<file path="src/rtl/bridge_ctl_pkg.sv">
// Constants and types for the bridge discard timer and reset control
// Summary of operation
// - Capability head pointer reads fixed 0x80
// - Enabled timer drop sends upstream error message
// - Discard behaviour only in conventional PCI mode
// - Fatal severity only with advanced error reporting
// - Without enable, AER unmasked expiry still messages
// - Drop sets status flag, write one clears
// - Short select picks 2^10, else 2^15
// - Counter starts when completion reaches queue head
// - Expiry drops transaction and sets status
// - Primary discard timer bit reads zero
// - Fast back-to-back enable reads zero, never used
// - Reset bit holds secondary PCI reset asserted
// - Reset bit returns secondary logic to default
// - Reset bit leaves primary and registers intact
package bridge_ctl_pkg;
    localparam logic [11:0] CAP_HEAD_OFFSET = 12'h034;
    localparam logic [11:0] BRIDGE_CTL_OFFSET = 12'h03c;
    localparam logic [11:0] IRQ_STATUS_OFFSET = 12'h100;
    localparam logic [11:0] IRQ_MASK_OFFSET = 12'h104;
    localparam logic [11:0] MODE_CTL_OFFSET = 12'h108;
    localparam logic [31:0] CAP_HEAD_RESET = 32'h0000_0080;
    localparam logic [15:0] INT_FIELDS_RESET = 16'h00ff;
    localparam int DROP_MSG_EN_BIT = 27;
    localparam int DROP_STAT_BIT = 26;
    localparam int SHORT_SEL_BIT = 25;
    localparam int UPSTREAM_SEL_BIT = 24;
    localparam int FAST_B2B_BIT = 23;
    localparam int SEC_RESET_BIT = 22;
    localparam int LONG_EXP = 15;
    localparam int SHORT_EXP = 10;
    localparam logic [15:0] LONG_COUNT = 16'(1 << LONG_EXP);
    localparam logic [15:0] SHORT_COUNT = 16'(1 << SHORT_EXP);
    localparam logic [1:0] IRQ_DROP_BIT = 2'h0;
    localparam logic [31:0] WORD_ZERO = 32'h0000_0000;

    typedef enum logic [2:0] {
        TIMER_IDLE = 3'b001,
        TIMER_RUN = 3'b010,
        TIMER_DROP = 3'b100
    } timer_state_e;

    typedef struct packed {
        logic valid;
        logic fatal;
    } err_msg_s;
endpackage

</file>
<file path="src/rtl/bridge_discard_timer_and_reset_ctl.sv">
// Bridge discard timer, error message, status and secondary reset control
`timescale 1ns/1ps
module bridge_discard_timer_and_reset_ctl (
    // Clock and reset
    input wire logic core_clk,
    input wire logic rst_b,
    // APB slave
    input wire logic psel,
    input wire logic penable,
    input wire logic pwrite,
    input wire logic [11:0] paddr,
    input wire logic [31:0] pwdata,
    output logic [31:0] prdata,
    output logic pready,
    output logic pslverr,
    // Delayed transaction queue
    input wire logic cplAtHead,
    input wire logic masterRetryDone,
    output logic dropTransaction,
    // Device configuration
    input wire logic secPciMode,
    input wire logic aerPresent,
    input wire logic aerDropMask,
    input wire logic aerDropFatal,
    // Upstream error message
    output bridge_ctl_pkg::err_msg_s errMsg,
    // Secondary bus reset
    output logic pciRst_b,
    output logic secLogicReset,
    output logic fastB2bIssue,
    // Interrupt
    output logic irq
);
    logic rstSync1_reg;
    logic rstSync2_reg;
    logic rstN;
    logic dropMsgEn_reg;
    logic dropStat_reg;
    logic shortSel_reg;
    logic secReset_reg;
    logic [15:0] intFields_reg;
    logic irqStat_reg;
    logic irqMask_reg;
    logic [15:0] count_reg;
    logic [15:0] count_next;
    bridge_ctl_pkg::timer_state_e state_reg;
    bridge_ctl_pkg::timer_state_e state_next;
    logic expire;
    logic wrEn;
    logic w1cDrop;
    logic w1cIrq;
    logic [31:0] ctlWord;

    // Reset release through two flops
    always_ff @(posedge core_clk or negedge rst_b) begin
        if (!rst_b) begin
            rstSync1_reg <= 1'b0;
            rstSync2_reg <= 1'b0;
        end else begin
            rstSync1_reg <= 1'b1;
            rstSync2_reg <= rstSync1_reg;
        end
    end
    assign rstN = rstSync2_reg;

    // APB handshake, zero wait states
    assign pready = 1'b1;
    assign pslverr = 1'b0;
    assign wrEn = psel && penable && pwrite;
    assign w1cDrop = wrEn && (paddr == bridge_ctl_pkg::BRIDGE_CTL_OFFSET)
        && pwdata[bridge_ctl_pkg::DROP_STAT_BIT];
    assign w1cIrq = wrEn && (paddr == bridge_ctl_pkg::IRQ_STATUS_OFFSET) && pwdata[0];

    // Writable control bits, untouched by secondary reset
    always_ff @(posedge core_clk or negedge rstN) begin
        if (!rstN) begin
            dropMsgEn_reg <= 1'b0;
            shortSel_reg <= 1'b0;
            secReset_reg <= 1'b0;
            intFields_reg <= bridge_ctl_pkg::INT_FIELDS_RESET;
            irqMask_reg <= 1'b0;
        end else if (wrEn) begin
            if (paddr == bridge_ctl_pkg::BRIDGE_CTL_OFFSET) begin
                dropMsgEn_reg <= pwdata[bridge_ctl_pkg::DROP_MSG_EN_BIT];
                shortSel_reg <= pwdata[bridge_ctl_pkg::SHORT_SEL_BIT];
                secReset_reg <= pwdata[bridge_ctl_pkg::SEC_RESET_BIT];
                intFields_reg <= pwdata[15:0];
            end
            if (paddr == bridge_ctl_pkg::IRQ_MASK_OFFSET) begin
                irqMask_reg <= pwdata[0];
            end
        end
    end

    // Control word readback
    always_comb begin
        ctlWord = bridge_ctl_pkg::WORD_ZERO;
        ctlWord[bridge_ctl_pkg::DROP_MSG_EN_BIT] = dropMsgEn_reg;
        ctlWord[bridge_ctl_pkg::DROP_STAT_BIT] = dropStat_reg;
        ctlWord[bridge_ctl_pkg::SHORT_SEL_BIT] = shortSel_reg;
        ctlWord[bridge_ctl_pkg::UPSTREAM_SEL_BIT] = 1'b0;
        ctlWord[bridge_ctl_pkg::FAST_B2B_BIT] = 1'b0;
        ctlWord[bridge_ctl_pkg::SEC_RESET_BIT] = secReset_reg;
        ctlWord[15:0] = intFields_reg;
    end

    // Read data register
    always_ff @(posedge core_clk or negedge rstN) begin
        if (!rstN) begin
            prdata <= bridge_ctl_pkg::WORD_ZERO;
        end else if (psel && !penable && !pwrite) begin
            case (paddr)
                bridge_ctl_pkg::CAP_HEAD_OFFSET: prdata <= bridge_ctl_pkg::CAP_HEAD_RESET;
                bridge_ctl_pkg::BRIDGE_CTL_OFFSET: prdata <= ctlWord;
                bridge_ctl_pkg::IRQ_STATUS_OFFSET: prdata <= {31'h0000_0000, irqStat_reg};
                bridge_ctl_pkg::IRQ_MASK_OFFSET: prdata <= {31'h0000_0000, irqMask_reg};
                bridge_ctl_pkg::MODE_CTL_OFFSET: prdata <= {30'h0000_0000, aerPresent, secPciMode};
                default: prdata <= bridge_ctl_pkg::WORD_ZERO;
            endcase
        end
    end

    // Discard timer state machine
    always_comb begin
        state_next = state_reg;
        count_next = count_reg;
        case (state_reg)
            bridge_ctl_pkg::TIMER_IDLE: begin
                if (cplAtHead && secPciMode) begin
                    state_next = bridge_ctl_pkg::TIMER_RUN;
                    count_next = shortSel_reg ? bridge_ctl_pkg::SHORT_COUNT
                        : bridge_ctl_pkg::LONG_COUNT;
                end
            end
            bridge_ctl_pkg::TIMER_RUN: begin
                if (masterRetryDone || !secPciMode) begin
                    state_next = bridge_ctl_pkg::TIMER_IDLE;
                end else if (count_reg == 16'h0001) begin
                    state_next = bridge_ctl_pkg::TIMER_DROP;
                end else begin
                    count_next = count_reg - 16'h0001;
                end
            end
            bridge_ctl_pkg::TIMER_DROP: begin
                state_next = bridge_ctl_pkg::TIMER_IDLE;
            end
            default: begin
                state_next = bridge_ctl_pkg::TIMER_IDLE;
            end
        endcase
    end
    assign expire = (state_reg == bridge_ctl_pkg::TIMER_DROP);

    // Timer registers, cleared by secondary reset
    always_ff @(posedge core_clk or negedge rstN) begin
        if (!rstN) begin
            state_reg <= bridge_ctl_pkg::TIMER_IDLE;
            count_reg <= 16'h0000;
        end else if (secReset_reg) begin
            state_reg <= bridge_ctl_pkg::TIMER_IDLE;
            count_reg <= 16'h0000;
        end else begin
            state_reg <= state_next;
            count_reg <= count_next;
        end
    end

    // Drop status and interrupt status, set beats clear
    always_ff @(posedge core_clk or negedge rstN) begin
        if (!rstN) begin
            dropStat_reg <= 1'b0;
            irqStat_reg <= 1'b0;
        end else begin
            if (expire) begin
                dropStat_reg <= 1'b1;
            end else if (w1cDrop) begin
                dropStat_reg <= 1'b0;
            end
            if (expire) begin
                irqStat_reg <= 1'b1;
            end else if (w1cIrq) begin
                irqStat_reg <= 1'b0;
            end
        end
    end

    // Upstream error message pulse
    always_ff @(posedge core_clk or negedge rstN) begin
        if (!rstN) begin
            errMsg <= '0;
        end else begin
            errMsg.valid <= expire && (dropMsgEn_reg || (aerPresent && !aerDropMask));
            errMsg.fatal <= expire && (dropMsgEn_reg || (aerPresent && !aerDropMask))
                && aerPresent && aerDropFatal;
        end
    end

    // Drop pulse, reset pins, interrupt
    always_ff @(posedge core_clk or negedge rstN) begin
        if (!rstN) begin
            dropTransaction <= 1'b0;
            pciRst_b <= 1'b0;
            secLogicReset <= 1'b1;
            irq <= 1'b0;
        end else begin
            dropTransaction <= expire;
            pciRst_b <= !secReset_reg;
            secLogicReset <= secReset_reg;
            irq <= irqStat_reg && irqMask_reg;
        end
    end
    assign fastB2bIssue = 1'b0;

    // Checks
    stat_set_a: assert property (@(posedge core_clk) disable iff (!rstN)
        expire |=> dropStat_reg) else $error("drop flag not set");
    msg_en_a: assert property (@(posedge core_clk) disable iff (!rstN)
        (expire && dropMsgEn_reg) |=> errMsg.valid) else $error("no message");
    msg_aer_a: assert property (@(posedge core_clk) disable iff (!rstN)
        (expire && aerPresent && !aerDropMask) |=> errMsg.valid) else $error("no aer msg");
    fatal_gate_a: assert property (@(posedge core_clk) disable iff (!rstN)
        errMsg.fatal |-> $past(aerPresent)) else $error("fatal without aer");
    mode_gate_a: assert property (@(posedge core_clk) disable iff (!rstN)
        (state_reg == bridge_ctl_pkg::TIMER_IDLE && !secPciMode) |=>
        state_reg == bridge_ctl_pkg::TIMER_IDLE) else $error("timer outside pci");
    start_load_a: assert property (@(posedge core_clk) disable iff (!rstN)
        (state_reg == bridge_ctl_pkg::TIMER_IDLE && cplAtHead && secPciMode && !secReset_reg
        && shortSel_reg) |=> count_reg == bridge_ctl_pkg::SHORT_COUNT)
        else $error("bad load");
    retry_stop_a: assert property (@(posedge core_clk) disable iff (!rstN)
        (state_reg == bridge_ctl_pkg::TIMER_RUN && masterRetryDone) |=> !expire ##1 !expire)
        else $error("drop after retry");
    rst_pin_a: assert property (@(posedge core_clk) disable iff (!rstN)
        secReset_reg |=> !pciRst_b) else $error("pci reset not held");
    rst_clear_a: assert property (@(posedge core_clk) disable iff (!rstN)
        $rose(secReset_reg) |=> state_reg == bridge_ctl_pkg::TIMER_IDLE ##0 secLogicReset)
        else $error("secondary not reset");
    cfg_keep_a: assert property (@(posedge core_clk) disable iff (!rstN)
        (secReset_reg && !wrEn) |=> $stable(shortSel_reg) && $stable(dropMsgEn_reg))
        else $error("config changed");
    ro_bits_a: assert property (@(posedge core_clk) disable iff (!rstN)
        !ctlWord[bridge_ctl_pkg::UPSTREAM_SEL_BIT] && !ctlWord[bridge_ctl_pkg::FAST_B2B_BIT]
        && !fastB2bIssue) else $error("ro bit set");
endmodule // bridge_discard_timer_and_reset_ctl

</file>
<file path="config.mk">
export PLATFORM = sky130hd
export DESIGN_NAME = bridge_discard_timer_and_reset_ctl
export DESIGN_NICKNAME = d
export VERILOG_FILES = /design/src/rtl/bridge_ctl_pkg.sv /design/src/rtl/bridge_discard_timer_and_reset_ctl.sv
export SDC_FILE = /design/constraint.sdc
export NUM_CORES = 1
export LEC_CHECK = 0
export ABC_AREA = 0
export BUFFER_PORTS_ARGS = -buffer_cell sky130_fd_sc_hd__buf_2
export CORE_MARGIN = 2
export CORE_UTILIZATION = 55
export DETAILED_ROUTE_END_ITERATION = 16
export MAX_ROUTING_LAYER = met4
export PLACE_DENSITY = 0.92
export SYNTH_ARGS = -nofsm -noshare
export SYNTH_HDL_FRONTEND = slang
export SYNTH_SLANG_ARGS = --single-unit
</file>
<file path="constraint.sdc">
create_clock -name core_clk -period 4.35 [get_ports core_clk]
set_clock_uncertainty 0.2 [all_clocks]
set_input_delay 0.87 -clock core_clk [delete_from_list [all_inputs] [get_ports core_clk]]
set_output_delay 0.87 -clock core_clk [all_outputs]
set_load 0.1 [all_outputs]
</file>
==> results.md <==
- Final net count: 410
- Layout fillers: 418
- Relative slew margins: 34.09%
- Post-CTS setup buffer count: 0
- DRT Wirelength: 7059 um
- Peak Freq: 0.3575 GHz
- Dpl hpwl: 5007 um
- WL/cell: 16.42 um
- Largest net degree at the start of global routing: 49
- Static leakage: 2.006 nW
- Routability cong.: 0.8733
- Period utilization: 64.31%
- Fraction of layout cells with a size suffix above 1: 34.64%
- Crit-path slowest cell: nor4b_1
- PnR Total Power: 1.325 mW
- Crit-path max FO: 22
- Ys flop type: dfrtp_1
- Max clock buf depth: 2
- RSZ-0062 raised after global routing: false
- CTS tree: built
- Reg2reg start: secReset_reg
- Met1 Wirelength: 2870 um
- Crit-path cells: nor4b_1 -> nand2_1 -> o22ai_4 -> o31ai_1 -> a22o_1
- Io pins: 96
- Initial core utilization: 57.59%
- Mapped Area: 0.003191 mm2
- Clk sinks: 69
- DR top layer: met4
- DR iter-0 viols: 131
- Setup TNS: 0 ns
- Post-synth EDFFs: 0
- Num CTS Buffers: 9
- Final Hold Fails: 0
- Residual DRC count: 0
- Slew Viols, Final: 0
- Number of vias per cell: 5.793
- Min-Delay Path Class: flip-flop to asynchronous set/reset pin
- Crit end category: flip-flop
- DIE HEIGHT: 80.17 um
- Critical Path Start: secReset_reg
- Worst Setup Start Kind: flip-flop
- Fraction of synthesis flops using an asynchronous set or reset pin: 100.0%
- Final Core Density: 67.25%
- First-pass GRT wire length: 11180 um
- YS warnings: 0
- Vias: 2491
- Yosys cell types: 47
- Worst-path clk slew: 0.08 ns
- Placeable core area: 0.005540 mm2
- Vias in the first global route: 2431
- Initial antenna violation count: 0
- FF+latch count, synth: 69
- Tightest Pin Transition: 0.9749 ns
- Register area share after synthesis: 54.51%
- Clock Latency Late Sink: 0.35 ns
- Pwr per Cell Area: 355.7 mW/mm2
- Status: complete, no violations
- GRT Total Usage: 23.74%
- H-tree depth: 3
- Req. time, crit path: 4.39 ns
- Chip width: 80.17 um
- Post-CTS Hold Fix Bufs: 0
- Final antenna diode count: 0
- Area grow syn2layout: 16.78%
- Mean Syn Cell Area: 11.23 um2
- Critical path's largest stage delay: 0.90 ns
- Clock root cell: clkbuf_8
- WP data arrival: 2.84 ns
- Post-CTS sizing: 0
- Max-Cap Viols: 0
- Synth area leaders: dfrtp_1 46%, dfstp_2 8.2%, mux2_2 6.7%, a22o_1 5.5%, buf_4 3.5%
- Metal2 WL: 3516 um
- Maximum vdd drop: 0.2202 mV
- Antenna viol nets, final: 0
- Final setup viols: 0
- DIE AREA: 0.006426 mm2
- Yosys top cell area share: 46.27%
- Max FFs per register: 20
- Crit path kind: flip-flop to flip-flop
- PortBufs: 68
- Syn Inst Count: 284
- Hold Slack: 0.007051 ns
- Drt pass-1 iters: 4
- Length of routed met3 wiring: 522 um
- Cell Rows: 27
- Grt ovf: 0
- Dominant cell type by area after synthesis: dfrtp_1
- Clock period minus worst slack: 2.797 ns
Yosys cell counts, types with 2 or more instances:
master / count
ha_1: 2
nand3_1: 7
dfrtp_1: 59
and2_1: 2
a21oi_1: 17
dfstp_2: 10
or3b_2: 3
nand3b_1: 3
and3_1: 2
a21o_1: 2
buf_6: 2
o21ai_1: 5
conb_1: 2
or3_1: 13
clkbuf_1: 7
o31ai_1: 8
inv_1: 7
o21ai_0: 5
nor4_1: 5
nor2_1: 15
nand2b_1: 2
or4_1: 4
a22o_1: 20
buf_4: 15
nand2_1: 22
nor3_1: 3
nor3b_1: 4
mux2_2: 19
metal layers:
metal	vias up	GRT usage, %
li1	1147	-
met1	1228	27.99
met2	100	37.92
met3	16	7.978
met4	0	8.983
met5	-	-
cells by family (layout without fill, tap and decap cells):
logic type,after synthesis,count (layout),share of synthesized area [%]
AND/OR/NAND/NOR,92,92,15.92
flip-flops,69,69,54.51
other,2,16,0.2354
adder cells (fa/ha/maj),2,2,0.7842
AO/OA/AOI/OAI,66,66,14.86
buffers and inverters,33,93,6.667
multiplexers,20,20,7.020
worst paths after layout:
kind	cells after the start	slack [ns]	endpoint
max reg2reg	5	1.55	count_reg[10]
max in group asynchronous	1	3.01	prdata[10]
min reg2reg	0	0.007	count_reg[10]
max	5	1.55	count_reg[10]
min in group core_clk	0	0.15	rstN
min	0	0.007	count_reg[10]
placed cells by master, fill, tap and decap left out, drive strengths merged, types with 2 or more instances in the layout:
cell	n
mux2	19
nor3b	4
clkbuf	9
nor3	3
ha	2
o31ai	8
a22o	20
nand3	7
clkinv	3
nor4	5
or4	5
nand3b	3
and2	2
a21oi	18
dfrtp	59
buf	70
or3	13
or3b	4
a21o	2
o21ai	11
inv	8
nand2b	2
bufinv	2
conb	16
and3	2
nor2	15
nand2	22
dfstp	10
through the flow:
step	area (um2)	setup WS, ns	instances
finish	3726	1.553	430
global route	3726	1.352	430
global placement	3503	1.309	414
detailed placement	3503	1.256	414
CTS	3726	1.570	430
floorplan	3243	1.745	298
worst max-delay path: cells and delay by family (launching register included):
| kind | cells | cell delay [ns] |
|---|---|---|
| simple gates | 2 | 1.16 |
| compound gates | 3 | 0.83 |
| flops | 1 | 0.51 |
report_power, final:
part,internal (mW),switching (mW),leakage [nW]
combinational,0.0184,0.0834,0.979
clock,0.325,0.251,0.110
sequential,0.643,0.00401,0.917
layout make-up:
cell class	count	area, um2	share of cell area (%)
Timing Repair Buffer	70	355.3	9.537
Clock inverter	7	98.84	2.653
Tap cell	72	90.09	2.418
Sequential cell	69	1740	46.71
Multi-Input combinational cell	196	1291	34.65
Inverter	7	26.28	0.7052
Clock buffer	9	123.9	3.324
(Power assumes the default switching activity.)
